## src/idle_sleep_pkg.sv

```systemverilog
// Constants shared by the idle and sleep control block
package idle_sleep_pkg;
  // Register word offsets (byte addresses)
  localparam logic [7:0] OFF_LEVEL_TWO   = 8'h00;
  localparam logic [7:0] OFF_LEVEL_THREE = 8'h04;
  localparam logic [7:0] OFF_CONTROL_TWO = 8'h08;
  localparam logic [7:0] OFF_STATUS_A    = 8'h0C;
  localparam logic [7:0] OFF_STATUS_B    = 8'h10;
  localparam logic [7:0] OFF_CONTROL_A   = 8'h14;
  localparam logic [7:0] OFF_CONTROL_B   = 8'h18;
  localparam logic [7:0] OFF_IRQ_STATUS  = 8'h1C;
  localparam logic [7:0] OFF_IRQ_MASK    = 8'h20;
  localparam logic [7:0] OFF_STATE       = 8'h24;
  localparam logic [7:0] OFF_SUPPORT     = 8'h28;

  // Field positions
  localparam int BIT_ARB_OFF     = 0;
  localparam int BIT_BM_WAKE_SEL = 1;
  localparam int BIT_BM_FLAG     = 4;
  localparam int BIT_WOKE_FLAG   = 15;
  localparam int BIT_SLEEP_START = 13;
  localparam int POS_SLEEP_TYPE  = 10;
  localparam int SLEEP_TYPE_W    = 3;

  // Interrupt status bits
  localparam int IRQ_IDLE_EXIT   = 0;
  localparam int IRQ_SLEEP_ENTER = 1;
  localparam int IRQ_WAKE        = 2;
  localparam int IRQ_W           = 3;

  localparam logic [31:0] RESET_ZERO = 32'h0000_0000;
  localparam logic [31:0] READ_JUNK  = 32'h0000_0000;

  typedef enum logic [2:0] {
    ST_RUN, ST_C1, ST_C2, ST_C3, ST_SLEEP
  } power_state_t;
endpackage

```

## src/cpu_idle_sleep_control.sv

```systemverilog
// Processor idle-state and system sleep control with Wishbone registers
`timescale 1ns/1ps
// Function
// - Support C1 entered by halt; always leave C1 when an interrupt is due.
// - Reading the level-two entry register enters C2; leave on interrupt.
// - Reading level-three entry enters C3; leave on interrupt or wake-selected bus request.
// - In C3 caches keep contents and ignore snoops.
// - Control-two register holds arbitration-off bit that blocks bus-master cycles.
// - Bus-master activity flag readable in both first-group status registers.
// - Three-bit sleep type plus start bit; setting start from run with a supported type begins sleep.
// - Two control instances a and b, each with its own sleep type.
// - Each supported state maps to one sleep-type code pair.
// - Controller sequences power planes for the type written with the start bit.
// - Hardware sets the woke flag when a wake occurs during sleep.
// - Any enabled wake restarts system clocks and resumes the processor.
module cpu_idle_sleep_control
#(
  parameter logic [7:0] SUPPORT_MASK = 8'h3E // Supported sleep types 1..5
) (
  // Clock and reset
  input  wire logic                  clk_i,
  input  wire logic                  rst_i,
  // Wishbone slave
  input  wire logic                  cyc_i,
  input  wire logic                  stb_i,
  input  wire logic                  we_i,
  input  wire logic [7:0]            adr_i,
  input  wire logic [3:0]            sel_i,
  input  wire logic [31:0]           dat_i,
  output logic      [31:0]           dat_o,
  output logic                       ack_o,
  // Processor side
  input  wire logic                  halt_i,
  input  wire logic                  irq_pending_i,
  input  wire logic                  bm_request_i,
  input  wire logic                  wake_event_i,
  output logic                       cpu_stop_o,
  output logic                       snoop_block_o,
  output logic                       arb_block_o,
  output logic                       clocks_stop_o,
  output logic      [idle_sleep_pkg::SLEEP_TYPE_W-1:0] plane_type_o,
  output logic                       plane_start_o,
  // Interrupt
  output logic                       irq_o
);
  import idle_sleep_pkg::*;

  // --------------------------------------------------------------
  // Bus decode
  // --------------------------------------------------------------
  wire access   = cyc_i & stb_i & ~ack_o;
  wire rd       = access & ~we_i;
  wire wr       = access & we_i;
  wire hit_l2   = adr_i == OFF_LEVEL_TWO;
  wire hit_l3   = adr_i == OFF_LEVEL_THREE;
  wire hit_c2r  = adr_i == OFF_CONTROL_TWO;
  wire hit_sa   = adr_i == OFF_STATUS_A;
  wire hit_sb   = adr_i == OFF_STATUS_B;
  wire hit_ca   = adr_i == OFF_CONTROL_A;
  wire hit_cb   = adr_i == OFF_CONTROL_B;
  wire hit_is   = adr_i == OFF_IRQ_STATUS;
  wire hit_im   = adr_i == OFF_IRQ_MASK;
  wire hit_st   = adr_i == OFF_STATE;
  wire hit_sup  = adr_i == OFF_SUPPORT;
  wire wr_lo    = wr & sel_i[0];
  wire wr_hi    = wr & sel_i[1];

  // --------------------------------------------------------------
  // State
  // --------------------------------------------------------------
  power_state_t state;
  power_state_t next_state;
  logic         arb_off;
  logic         bm_wake_sel;
  logic         bm_flag;
  logic         woke_flag;
  logic [SLEEP_TYPE_W-1:0] type_a;
  logic [SLEEP_TYPE_W-1:0] type_b;
  logic [IRQ_W-1:0] irq_status;
  logic [IRQ_W-1:0] irq_mask;

  // Sleep start: either instance, type and start bit in the same write
  wire start_a    = wr_hi & hit_ca & dat_i[BIT_SLEEP_START];
  wire start_b    = wr_hi & hit_cb & dat_i[BIT_SLEEP_START];
  wire [SLEEP_TYPE_W-1:0] wr_type = dat_i[POS_SLEEP_TYPE +: SLEEP_TYPE_W];
  wire type_ok    = SUPPORT_MASK[wr_type];
  wire sleep_go   = (start_a | start_b) & type_ok & (state == ST_RUN);
  wire idle_st    = (state == ST_C1) | (state == ST_C2) | (state == ST_C3);
  wire c3_exit    = irq_pending_i | (bm_wake_sel & bm_request_i);
  wire idle_exit  = ((state == ST_C1) | (state == ST_C2)) ? irq_pending_i
                                                          : c3_exit;
  wire wake_now   = (state == ST_SLEEP) & wake_event_i;
  wire bm_seen    = bm_request_i & ~arb_off;

  always_comb begin
    next_state = state;
    case (state)
      ST_RUN: begin
        if (sleep_go) begin
          next_state = ST_SLEEP;
        end else if (rd & hit_l3) begin
          next_state = ST_C3;
        end else if (rd & hit_l2) begin
          next_state = ST_C2;
        end else if (halt_i & ~irq_pending_i) begin
          next_state = ST_C1;
        end
      end
      ST_C1, ST_C2, ST_C3: begin
        if (idle_exit) begin
          next_state = ST_RUN;
        end
      end
      ST_SLEEP: begin
        if (wake_event_i) begin
          next_state = ST_RUN;
        end
      end
      default: next_state = ST_RUN;
    endcase
  end

  always_ff @(posedge clk_i) begin
    if (rst_i) begin
      state <= ST_RUN;
    end else begin
      state <= next_state;
    end
  end

  // --------------------------------------------------------------
  // Control bits
  // --------------------------------------------------------------
  always_ff @(posedge clk_i) begin
    if (rst_i) begin
      arb_off     <= 1'b0;
      bm_wake_sel <= 1'b0;
    end else if (wr_lo & hit_c2r) begin
      arb_off     <= dat_i[BIT_ARB_OFF];
      bm_wake_sel <= dat_i[BIT_BM_WAKE_SEL];
    end
  end

  always_ff @(posedge clk_i) begin
    if (rst_i) begin
      type_a <= '0;
      type_b <= '0;
    end else begin
      if (wr_hi & hit_ca) begin
        type_a <= wr_type;
      end
      if (wr_hi & hit_cb) begin
        type_b <= wr_type;
      end
    end
  end

  // Status flags: set wins over write-one-to-clear
  wire clr_bm   = wr_lo & (hit_sa | hit_sb) & dat_i[BIT_BM_FLAG];
  wire clr_woke = wr_hi & (hit_sa | hit_sb) & dat_i[BIT_WOKE_FLAG];

  always_ff @(posedge clk_i) begin
    if (rst_i) begin
      bm_flag   <= 1'b0;
      woke_flag <= 1'b0;
    end else begin
      bm_flag   <= bm_seen | (bm_flag & ~clr_bm);
      woke_flag <= wake_now | (woke_flag & ~clr_woke);
    end
  end

  // --------------------------------------------------------------
  // Interrupts
  // --------------------------------------------------------------
  wire [IRQ_W-1:0] irq_set = {wake_now, sleep_go, idle_st & idle_exit};
  wire irq_rd_clr = rd & hit_is;

  always_ff @(posedge clk_i) begin
    if (rst_i) begin
      irq_status <= '0;
      irq_mask   <= '0;
      irq_o      <= 1'b0;
    end else begin
      irq_status <= irq_set | (irq_status & {IRQ_W{~irq_rd_clr}});
      if (wr_lo & hit_im) begin
        irq_mask <= dat_i[IRQ_W-1:0];
      end
      irq_o <= |(irq_status & irq_mask);
    end
  end

  // --------------------------------------------------------------
  // Outputs toward the platform
  // --------------------------------------------------------------
  always_ff @(posedge clk_i) begin
    if (rst_i) begin
      cpu_stop_o    <= 1'b0;
      snoop_block_o <= 1'b0;
      arb_block_o   <= 1'b0;
      clocks_stop_o <= 1'b0;
      plane_type_o  <= '0;
      plane_start_o <= 1'b0;
    end else begin
      cpu_stop_o    <= (next_state != ST_RUN);
      snoop_block_o <= (next_state == ST_C3);
      arb_block_o   <= (wr_lo & hit_c2r) ? dat_i[BIT_ARB_OFF] : arb_off;
      clocks_stop_o <= (next_state == ST_SLEEP);
      plane_start_o <= sleep_go;
      if (sleep_go) begin
        plane_type_o <= wr_type;
      end
    end
  end

  // --------------------------------------------------------------
  // Read data and acknowledge
  // --------------------------------------------------------------
  wire [31:0] status_word = RESET_ZERO | ({31'h0000_0000, woke_flag} << BIT_WOKE_FLAG)
                          | ({31'h0000_0000, bm_flag} << BIT_BM_FLAG);
  wire [31:0] ctl2_word   = RESET_ZERO | ({31'h0000_0000, arb_off} << BIT_ARB_OFF)
                          | ({31'h0000_0000, bm_wake_sel} << BIT_BM_WAKE_SEL);
  wire [31:0] ctl_a_word  = {29'h0000_0000, type_a} << POS_SLEEP_TYPE;
  wire [31:0] ctl_b_word  = {29'h0000_0000, type_b} << POS_SLEEP_TYPE;
  wire [31:0] rdata =
      (hit_l2 | hit_l3) ? READ_JUNK :
      hit_c2r ? ctl2_word :
      (hit_sa | hit_sb) ? status_word :
      hit_ca  ? ctl_a_word :
      hit_cb  ? ctl_b_word :
      hit_is  ? {29'h0000_0000, irq_status} :
      hit_im  ? {29'h0000_0000, irq_mask} :
      hit_st  ? {29'h0000_0000, state} :
      hit_sup ? {24'h00_0000, SUPPORT_MASK} : RESET_ZERO;

  always_ff @(posedge clk_i) begin
    if (rst_i) begin
      ack_o <= 1'b0;
      dat_o <= RESET_ZERO;
    end else begin
      ack_o <= access;
      dat_o <= rd ? rdata : RESET_ZERO;
    end
  end

  // --------------------------------------------------------------
  // Checks
  // --------------------------------------------------------------
  a_idle_irq_exit: assert property (@(posedge clk_i) disable iff (rst_i)
    (state == ST_C1 || state == ST_C2) && irq_pending_i |=> state == ST_RUN)
    else $error("idle state not left on interrupt");
  a_c3_bm_exit: assert property (@(posedge clk_i) disable iff (rst_i)
    state == ST_C3 && bm_wake_sel && bm_request_i |=> state == ST_RUN)
    else $error("C3 not left on bus master request");
  a_l2_read_entry: assert property (@(posedge clk_i) disable iff (rst_i)
    state == ST_RUN && rd && hit_l2 && !sleep_go |=> state == ST_C2 && cpu_stop_o)
    else $error("C2 not entered by read");
  a_c3_snoop_block: assert property (@(posedge clk_i) disable iff (rst_i)
    state == ST_C3 && !c3_exit |=> snoop_block_o)
    else $error("snoops not blocked in C3");
  a_arb_follows: assert property (@(posedge clk_i) disable iff (rst_i)
    wr_lo && hit_c2r |=> arb_block_o == $past(dat_i[BIT_ARB_OFF]))
    else $error("arbitration block mismatch");
  a_bm_flag_set: assert property (@(posedge clk_i) disable iff (rst_i)
    bm_request_i && !arb_off |=> bm_flag)
    else $error("bus master flag not set");
  a_sleep_start: assert property (@(posedge clk_i) disable iff (rst_i)
    sleep_go |=> plane_start_o && plane_type_o == $past(wr_type) && clocks_stop_o)
    else $error("sleep start not sequenced");
  a_woke_set: assert property (@(posedge clk_i) disable iff (rst_i)
    wake_now |=> woke_flag && state == ST_RUN)
    else $error("woke flag not set on wake");
  a_unsupported_type: assert property (@(posedge clk_i) disable iff (rst_i)
    (start_a || start_b) && !type_ok && state == ST_RUN |=> state != ST_SLEEP)
    else $error("unsupported sleep type accepted");

  // --------------------------------------------------------------
  // Checks on idle states
  // --------------------------------------------------------------
  a_c1_entry: assert property (@(posedge clk_i) disable iff (rst_i)
    state == ST_RUN && halt_i && !irq_pending_i && !sleep_go && !(rd && (hit_l2 || hit_l3))
    |=> state == ST_C1)
    else $error("halt not taken into C1");

  a_c1_hold: assert property (@(posedge clk_i) disable iff (rst_i)
    state == ST_C1 && !irq_pending_i |=> state == ST_C1 && cpu_stop_o)
    else $error("C1 left without cause");

  a_c2_hold: assert property (@(posedge clk_i) disable iff (rst_i)
    state == ST_C2 && !irq_pending_i |=> state == ST_C2 && cpu_stop_o)
    else $error("C2 left without cause");

  a_l3_read_entry: assert property (@(posedge clk_i) disable iff (rst_i)
    state == ST_RUN && rd && hit_l3 && !sleep_go |=> state == ST_C3 && snoop_block_o && cpu_stop_o)
    else $error("C3 not entered by read");

  a_c3_irq_exit: assert property (@(posedge clk_i) disable iff (rst_i)
    state == ST_C3 && irq_pending_i |=> state == ST_RUN && !snoop_block_o)
    else $error("C3 not left on interrupt");

  a_c3_no_bm_wake: assert property (@(posedge clk_i) disable iff (rst_i)
    state == ST_C3 && !irq_pending_i && !bm_wake_sel |=> state == ST_C3 && snoop_block_o)
    else $error("C3 left on unselected bus master request");

  a_idle_read_zero: assert property (@(posedge clk_i) disable iff (rst_i)
    rd && (hit_l2 || hit_l3) |=> dat_o == READ_JUNK)
    else $error("idle entry read returned data");

  // --------------------------------------------------------------
  // Checks on bus masters and sleep
  // --------------------------------------------------------------
  a_arb_gates_bm: assert property (@(posedge clk_i) disable iff (rst_i)
    arb_off && !bm_flag |=> !bm_flag)
    else $error("bus master flag set while arbitration is off");

  a_bm_status_read: assert property (@(posedge clk_i) disable iff (rst_i)
    rd && (hit_sa || hit_sb) |=> dat_o[BIT_BM_FLAG] == $past(bm_flag))
    else $error("bus master flag not readable");

  a_sleep_hold: assert property (@(posedge clk_i) disable iff (rst_i)
    state == ST_SLEEP && !wake_event_i |=> state == ST_SLEEP && clocks_stop_o)
    else $error("sleep left without wake");

  a_type_a_store: assert property (@(posedge clk_i) disable iff (rst_i)
    wr_hi && hit_ca |=> type_a == $past(wr_type))
    else $error("sleep type a not stored");

  a_type_b_store: assert property (@(posedge clk_i) disable iff (rst_i)
    wr_hi && hit_cb |=> type_b == $past(wr_type))
    else $error("sleep type b not stored");

  a_plane_idle: assert property (@(posedge clk_i) disable iff (rst_i)
    !sleep_go |=> !plane_start_o)
    else $error("plane sequencing started without sleep start");

  a_woke_hold: assert property (@(posedge clk_i) disable iff (rst_i)
    woke_flag && !clr_woke |=> woke_flag)
    else $error("woke flag lost without clear");

  a_sleep_exit: assert property (@(posedge clk_i) disable iff (rst_i)
    state == ST_SLEEP && wake_event_i |=> state == ST_RUN && !clocks_stop_o && !cpu_stop_o)
    else $error("clocks not restarted on wake");
endmodule // cpu_idle_sleep_control

```

## config.mk

```make
export PLATFORM = sky130hd
export DESIGN_NAME = cpu_idle_sleep_control
export DESIGN_NICKNAME = d
export VERILOG_FILES = /design/src/idle_sleep_pkg.sv /design/src/cpu_idle_sleep_control.sv
export SDC_FILE = /design/constraint.sdc
export NUM_CORES = 1
export LEC_CHECK = 0
export BUFFER_PORTS_ARGS = -buffer_cell sky130_fd_sc_hd__buf_4
export CAP_MARGIN = 40
export CORE_ASPECT_RATIO = 0.7
export CORE_MARGIN = 2
export CORE_UTILIZATION = 48
export DETAILED_ROUTE_END_ITERATION = 16
export PLACE_DENSITY = 0.91
export SLEW_MARGIN = 20
export SYNTH_ARGS = -nofsm -noshare
export SYNTH_HDL_FRONTEND = slang
export SYNTH_SLANG_ARGS = --single-unit
export TNS_END_PERCENT = 100
```

## constraint.sdc

```tcl
create_clock -name clk_i -period 4.05 [get_ports clk_i]
set_input_delay 1.0125 -clock clk_i [delete_from_list [all_inputs] [get_ports clk_i]]
set_output_delay 1.0125 -clock clk_i [all_outputs]
set_load 0.005 [all_outputs]
```

== Yosys cells after proc, flatten, opt, wreduce, memory -nomap -nowiden ==
Memory sizes are Yosys's and may differ from the RTL's.
Index checks and enable logic that the tools add are counted.

* Memories: 1
* Bits of input ports: 53
* Memory bits (read-only): 8
* Flip-flop bits (word level): 60
* Logic and storage cells: 107

* Equality and inequality tests: 16
* Mux-type cells: 17
* $lt $le $gt $ge: 1
* Bitwise logic cells: 49
* Reduce and logical (&&, ||, !) cells: 6

{| class="wikitable"
|+ Memory list
! name !! words !! width !! read ports !! clocked after memory_dff !! write ports !! RTL line !! text
|-
| (name not given) || 8 || 1 || 1 || 0 || 0 || cpu_idle_sleep_control.sv:86 || <nowiki>wire type_ok = SUPPORT_MASK[wr_type];</nowiki>
|}

{| class="wikitable"
|+ Operator list
! cell !! count
|-
| 8-bit by 5-bit equality test with 1-bit output, second input constant || 4
|-
| 16-bit two-way mux || 2
|-
| 1-bit AND || 28
|-
| 13-bit two-way mux || 2
|-
| 8-bit by 6-bit equality test with 1-bit output, second input constant || 3
|-
| 6-bit two-way mux || 4
|-
| 3-bit two-way mux || 6
|-
| 8-bit by 4-bit equality test with 1-bit output, second input constant || 2
|-
| 16-bit by 5-bit OR with 16-bit output || 1
|-
| 3-bit by 2-bit equality test with 1-bit output, second input constant || 3
|-
| 3-bit one-hot mux with 3 select lines || 1
|-
| 3-bit OR reduction || 3
|-
| 8-bit by 3-bit equality test with 1-bit output, second input constant || 1
|-
| 8-bit zero test || 1
|-
| 1-bit NOT || 8
|-
| 1-bit OR || 8
|-
| 3-bit AND || 2
|-
| 3-bit equality test, second input constant || 2
|-
| 3-bit by 4-bit less-than comparator with 1-bit output, second input constant || 1
|-
| 3-bit by 1-bit equality test with 1-bit output, second input constant || 1
|-
| 3-bit zero test || 1
|-
| 3-bit OR || 1
|-
| 3-bit nonzero test || 1
|-
| 1-bit two-way mux || 2
|-
| 1-bit by 2-bit OR with 2-bit output || 1
|}

== Logic depth before layout (Yosys ltp) ==
Gate-level depths: netlist (run 1).

* Depth after elaboration: 12
* Gate-level depth with buffers: 6
* Depth with buffers taken out: 5

== Worst setup path after synthesis (run 1) ==
Ideal clock, no wire load.

* Path type: input to register
* Start: in adr_i[2]
* End: reg plane_type_o[2] (netlist name)
* Path slack: 1.670 ns
* Library setup time: 0.128 ns
* Required time: 3.922 ns
* Stages: 6
* Arrival: 2.252 ns
* Cells stage by stage: buf_2 -> nor2b_1 -> nor2_1 -> nor4b_4 -> mux2i_1 -> nor2_1

* Word-level cells in the longest chain between the ends: 6
* Elaborated cells between the ends (all ways): 9

{| class="wikitable"
|+ Ends and longest elaborated chain
! item !! RTL line !! text
|-
| from (decl) || cpu_idle_sleep_control.sv:27 || <nowiki>input wire logic [7:0] adr_i,</nowiki>
|-
| 8-bit by 5-bit equality test with 1-bit output, on equally long branches || cpu_idle_sleep_control.sv:59, cpu_idle_sleep_control.sv:60 ||
|-
| 1-bit AND, on equally long branches (2 in series) || cpu_idle_sleep_control.sv:83, cpu_idle_sleep_control.sv:84 ||
|-
| 1-bit OR (*) || cpu_idle_sleep_control.sv:87 || <nowiki>wire sleep_go = (start_a | start_b) & type_ok & (state == ST_RUN);</nowiki>
|-
| 1-bit AND (*) (2 in series) || cpu_idle_sleep_control.sv:87 ||
|-
| to (signal assigned) || cpu_idle_sleep_control.sv:210 || <nowiki>plane_type_o <= wr_type;</nowiki>
|-
| to (decl) || cpu_idle_sleep_control.sv:41 || <nowiki>output logic [idle_sleep_pkg::SLEEP_TYPE_W-1:0] plane_type_o,</nowiki>
|}

Mark *: on every way between the ends. The rest lies on a longest branch, timed or not.
A chain may end at the register's enable or synchronous reset.

== Worst setup path in the final report (run 1) ==
* Start: in adr_i[5]
* End: reg cpu_stop_o

* Word-level cells in the longest chain between the ends: 9
* Elaborated cells between the ends (all ways): 18

{| class="wikitable"
|+ Ends and longest elaborated chain
! item !! RTL line !! text
|-
| 8-bit by 5-bit equality test with 1-bit output, on equally long branches || cpu_idle_sleep_control.sv:59, cpu_idle_sleep_control.sv:60 ||
|-
| 1-bit AND, on equally long branches (2 in series) || cpu_idle_sleep_control.sv:83, cpu_idle_sleep_control.sv:84 ||
|-
| 1-bit OR || cpu_idle_sleep_control.sv:87 ||
|-
| 1-bit AND (2 in series) || cpu_idle_sleep_control.sv:87 ||
|-
| 3-bit two-way mux (*) || cpu_idle_sleep_control.sv:99 || <nowiki>if (sleep_go) begin</nowiki>
|-
| 3-bit one-hot mux with 3 select lines (*) || cpu_idle_sleep_control.sv:97 || <nowiki>case (state)</nowiki>
|-
| 3-bit nonzero test (*) || cpu_idle_sleep_control.sv:204 || <nowiki>cpu_stop_o <= (next_state != ST_RUN);</nowiki>
|-
| to (signal assigned) || cpu_idle_sleep_control.sv:204 ||
|-
| to (decl) || cpu_idle_sleep_control.sv:37 || <nowiki>output logic cpu_stop_o,</nowiki>
|}

Marks and branches as above.

==> impl_metrics.ini, run 1 <==
[pwr]
p_total_mw = 0.697
leakage_nw = 0.935
pwr_density_cell_nw_per_um2 = 320
ir_drop_v = 0.000255

[min_path]
whs_endpoint = dat_o[15]$_SDFF_PP0_
whs_path_depth = 1
min_from = woke_flag$_SDFF_PP0_
hold_class = flip-flop to flip-flop

[global_routing]
grt_util_met1_pct = 26.2
grt_max_degree = 30
grt_pass1_wl_um = 6490
grt_pass1_vias = 1387
grt_use_met3_pct = 6.82
grt_use_total_pct = 20.4
use_met2_pct = 33.3
grt.busiest_layer = met2
gr-total-overflow = 0
antenna_found_initial = 0

[setup_path]
cp_max_fo = 6
worstPathRequired_ps = 4280
r2r_cells = 5
start_kind = primary input
critPathArrivalTime_ps = 2660
reg2reg_to = cpu_stop_o$_SDFF_PP0_
crit_path_end_kind = flip-flop
r2r_setup_slack_ps = 2150
crit_type = primary input to flip-flop
worst_r2r_startpoint = ack_o$_SDFF_PP0_

[timing]
hold_viol = 0
min_period_ps = 2440
slew_viol_final = 0
max-slew-margin-rel_pct = 66.2
period_share_pct = 60.1
fmax_mhz = 411
tightestPinTransition_ps = 503
setup_tns_ps = 0
holdWs_ps = 481
grt_setup_unrepaired = no
finalSetupViolCount = 0
setup_slack_ps = 1610
skew_ps = 3.25

[layout]
num_antenna_cells = 0
fin_cells = 299
final_core_utilization_pct = 61.7
area_growth_pct = 22.0
nNetsFinal = 301
drive_gt1_share_pct = 25.7
final_cell_area_um2 = 2180
n_fill_cell = 312
multiInputGateArea_um2 = 920
seq_area_um2 = 741

[synth]
ys_types = 38
synth_edf_count = 0
syn_area_per_cell_um2 = 8.95
synth_largest_area_cell = dfxtp_1
synth_seq_area_share_pct = 41.4
synthTopCellsByArea = dfxtp_1, buf_4, mux2i_1
ys_seq_elements = 37
netlist.area_leader.share_pct = 41.4
dominantRegCellSynth = dfxtp_1
syn_area_um2 = 1790
yosysWarnings = 0
syn_inst = 200
async_flop_share_pct = 0

[place]
place.gp.congestion = 0.876
port_buffers = 47
dp_hpwl_um = 3080
dp_slack_ps = 1310
placed_cells = 290
dpl-instance-area_um2 = 2090

[drt]
antenna_left = 0
drt_iter0_drc = 102
routed_via_density = 5.12
drc = 0
first_pass_iters = 5
vias = 1531
drt_wl_total_um = 4050
wl_per_cell_um = 13.5

[clock_network]
cts-resized-gates = 0
cts_tree = built
clk_pin_slew_ps = 70
cts.path.max_buffers = 2
clock_sinks = 37
cts_hold_buf = 0
post_cts_buffers = 0
cts_made_buffers = 5
ctsHtreeMaxLevel = 2
insertion_delay_ps = 290
ctsRootBufferMaster = clkbuf_8

[job]
maxCapViolations = 0

[floorplan]
start_util_pct = 50.6
pin_count = 95
die_h_um = 55.1
placementRows = 18
die_x_um = 77.0
die-area_um2 = 4240
coreArea_um2 = 3540

[outcome]
outcome = finished clean
metal layers:
| metal | share of wire (%) | vias to the layer above |
|---|---|---|
| li1 | - | 754 |
| met1 | 45 | 706 |
| met2 | 44 | 65 |
| met3 | 9.3 | 6 |
| met4 | 0.94 | 0 |
| met5 | 0 | - |
placed cells by master, fill, tap and decap left out, types with 5 or more instances in the layout:
cell      netlist  layout
mux2i_1        16      16
nand2_1        10      10
nand3_1         9       9
clkbuf_8        0       5
nor3_1          8       8
o21ai_0         6       6
buf_4          23      47
nor2_1         32      32
dfxtp_1        37      37
a21oi_1        10      10
conb_1          1      22
flip-flops by register name (all words and copies together), names as in the netlist, 3 cells and up:
signal / count
type_a: 3
plane_type_o: 3
type_b: 3
dat_o: 9
state: 3
irq_mask: 3
irq_status: 3
worst max-delay path, stage by stage:
cell and delay (ps):
buf_4 140, nor4b_4 360, nand4_2 210, nor4b_4 560, a31oi_1 170, a31oi_1 200
power by group:
group          internal, mW  switching, mW
clock                 0.119          0.136
sequential            0.367        0.00356
combinational        0.0314         0.0406
synthesized netlist by cell type (4+ instances only):
library cell,n
nand2_1,10
buf_4,23
nor2_1,32
nor2b_1,4
mux2i_1,16
a21oi_1,10
dfxtp_1,37
inv_1,4
o21ai_0,6
nand3_1,9
nor3_1,8
nor4_1,4
layout make-up:
class / count / area share [%]
multi-input cells: 152 / 42.1
flip-flops and latches: 37 / 33.9
inverters: 4 / 0.688
clock buffers: 5 / 3.15
well taps: 50 / 2.87
repair buffers: 48 / 16.4
clock inverters: 3 / 0.803
kinds of logic (layout without fill, tap and decap cells):
kind of cell           count (synthesis)  after routing  synth area share, %
DFF                                   37             37                 41.4
buffers and inverters                 32             60                 11.6
and+or+nand+nor                       85             85                 27.3
other                                  1             22                0.210
AOI/OAI and AO/OA                     29             29                 10.5
muxes                                 16             16                 8.95
worst max-delay path by stage:
stage	from	end	slack [ps]	cells after the start
after floorplan	adr_i[2]	plane_type_o[2]$_SDFFE_PP0P_	1670	6
after global placement	adr_i[5]	cpu_stop_o$_SDFF_PP0_	1350	6
after detailed placement	adr_i[1]	irq_mask[0]$_SDFFE_PP0P_	1310	6
after CTS	adr_i[1]	irq_mask[2]$_SDFFE_PP0P_	1600	6
after global routing	adr_i[5]	cpu_stop_o$_SDFF_PP0_	1530	6
final	adr_i[5]	cpu_stop_o$_SDFF_PP0_	1610	6
Note: power is estimated with default switching activity, not from simulation.
==> run 2, diff against run 1 <==
- CORE_UTILIZATION: 48 -> 44
- PLACE_DENSITY: 0.91 -> 0.85
- clock period: 4.05 -> 2.4 ns (I/O delays scaled with it)
==> impl_metrics.ini, run 2 (synthesis gave the netlist of run 1 again) <==
[outcome]
outcome = finished clean

[clock_network]
insertion_delay_ps = 290
post_cts_buffers = 0
cts_hold_buf = 0
cts_made_buffers = 5
cts_tree = built
cts-resized-gates = 0
cts.path.max_buffers = 2
clk_pin_slew_ps = 80
clock_sinks = 37
ctsHtreeMaxLevel = 2
ctsRootBufferMaster = clkbuf_8

[min_path]
hold_class = flip-flop to flip-flop
min_from = bm_flag$_SDFF_PP0_

[layout]
area_growth_pct = 25.8
n_fill_cell = 368
drive_gt1_share_pct = 27.5
nNetsFinal = 307
final_core_utilization_pct = 57.4
layout_common_cells = buf_4, dfxtp_1, nor2_1
layout_commonest_cell = buf_4
seq_area_um2 = 741
top_register = dat_o
largest_register_ffs = 9
multiInputGateArea_um2 = 920
num_antenna_cells = 0

[global_routing]
gr-total-overflow = 0
grt_util_met1_pct = 26.2
grt_pass1_vias = 1451
use_met2_pct = 28.2
grt_pass1_wl_um = 6690
grt_use_met3_pct = 6.01
antenna_found_initial = 0
grt.busiest_layer = met2
grt_max_degree = 30
grt_use_total_pct = 18.9

[drt]
vias = 1543
wl_per_cell_um = 13.0
drt_iter0_drc = 70
drt_wl_total_um = 3990
antenna_left = 0
routed_via_density = 5.03
first_pass_iters = 4
drc = 0

[setup_path]
cp_top_family = simple AND/OR/NAND/NOR gates
crit_type = primary input to flip-flop
cpPeakStageDelay_ps = 570
cp_num_buf_inv = 1
path_cells = buf_4 -> or4_4 -> nand4bb_1 -> mux2i_1 -> a32oi_1 -> a31oi_1
critPathLaunch = adr_i[4]
crit_path_end_kind = flip-flop
worstPathRequired_ps = 2570
worst_r2r_startpoint = ack_o$_SDFF_PP0_
critPathArrivalTime_ps = 2090
cp_max_fo = 5
start_kind = primary input
slowest_stage = or4_4

[floorplan]
die-area_um2 = 4600
die_h_um = 57.4
start_util_pct = 45.6
placementRows = 19
coreArea_um2 = 3920
die_x_um = 80.2
pin_count = 95

[timing]
setup_tns_ps = 0
min_period_ps = 1920
period_share_pct = 79.9
hold_viol = 0
fmax_mhz = 521
slew_viol_final = 0
grt_setup_unrepaired = no
finalSetupViolCount = 0
setup_slack_ps = 481
skew_ps = 6.57

[job]
maxCapViolations = 0

[pwr]
pwr_density_cell_nw_per_um2 = 549
leakage_nw = 0.979
ir_drop_v = 0.000380

[place]
dp_slack_ps = 179
dp_hpwl_um = 3140
port_buffers = 47
place.gp.congestion = 0.913
[run 2: layout make-up]
class                           count  area share (%)
Multi-Input combinational cell    152            40.9
Sequential cell                    37            32.9
Timing Repair Buffer               54            18.0
Clock buffer                        7            4.28
Tap cell                           52            2.89
Inverter                            4           0.667
Clock inverter                      1           0.389
[run 2: routing by layer]
metal / vias to the layer above / routed length, µm / share of wire (%)
li1: 770 / - / -
met4: 0 / 51 / 1.3
met3: 7 / 310 / 7.8
met1: 714 / 1930 / 48
met5: - / 0 / 0
met2: 52 / 1700 / 43
[run 2: report_power, final]
group	switching [mW]	internal, mW	total, mW	leakage (nW)
Sequential	0.00598	0.620	0.626	0.299
Clock	0.223	0.265	0.487	0.0549
Combinational	0.0676	0.0550	0.123	0.625
[run 2: worst paths after layout]
kind                                         endpoint  slack (ps)  depth (start not counted)
worst max-delay path            cpu_stop_o$_SDFF_PP0_         480                          6
worst min-delay path               bm_flag$_SDFF_PP0_         490                          2
worst max register to register  cpu_stop_o$_SDFF_PP0_         640                          5
worst min register to register     bm_flag$_SDFF_PP0_         490                          2
[run 2: worst reg2reg max path, cell delays in order, from the launching register on]
cell	delay (ps)
dfxtp_1	350
and4b_2	360
nand4_2	190
o31a_1	350
a32oi_1	280
a31oi_1	120
[run 2: through the flow]
step | instance area (µm²) | total power, mW | hold slack, ps | instances
floorplan | 1870 | 0.724 | 449 | 221
global placement | 2150 | 0.759 | 469 | 299
detailed placement | 2150 | 0.762 | 477 | 299
CTS | 2250 | 1.25 | 490 | 307
global route | 2250 | 1.29 | 501 | 307
finish | 2250 | 1.24 | 489 | 307
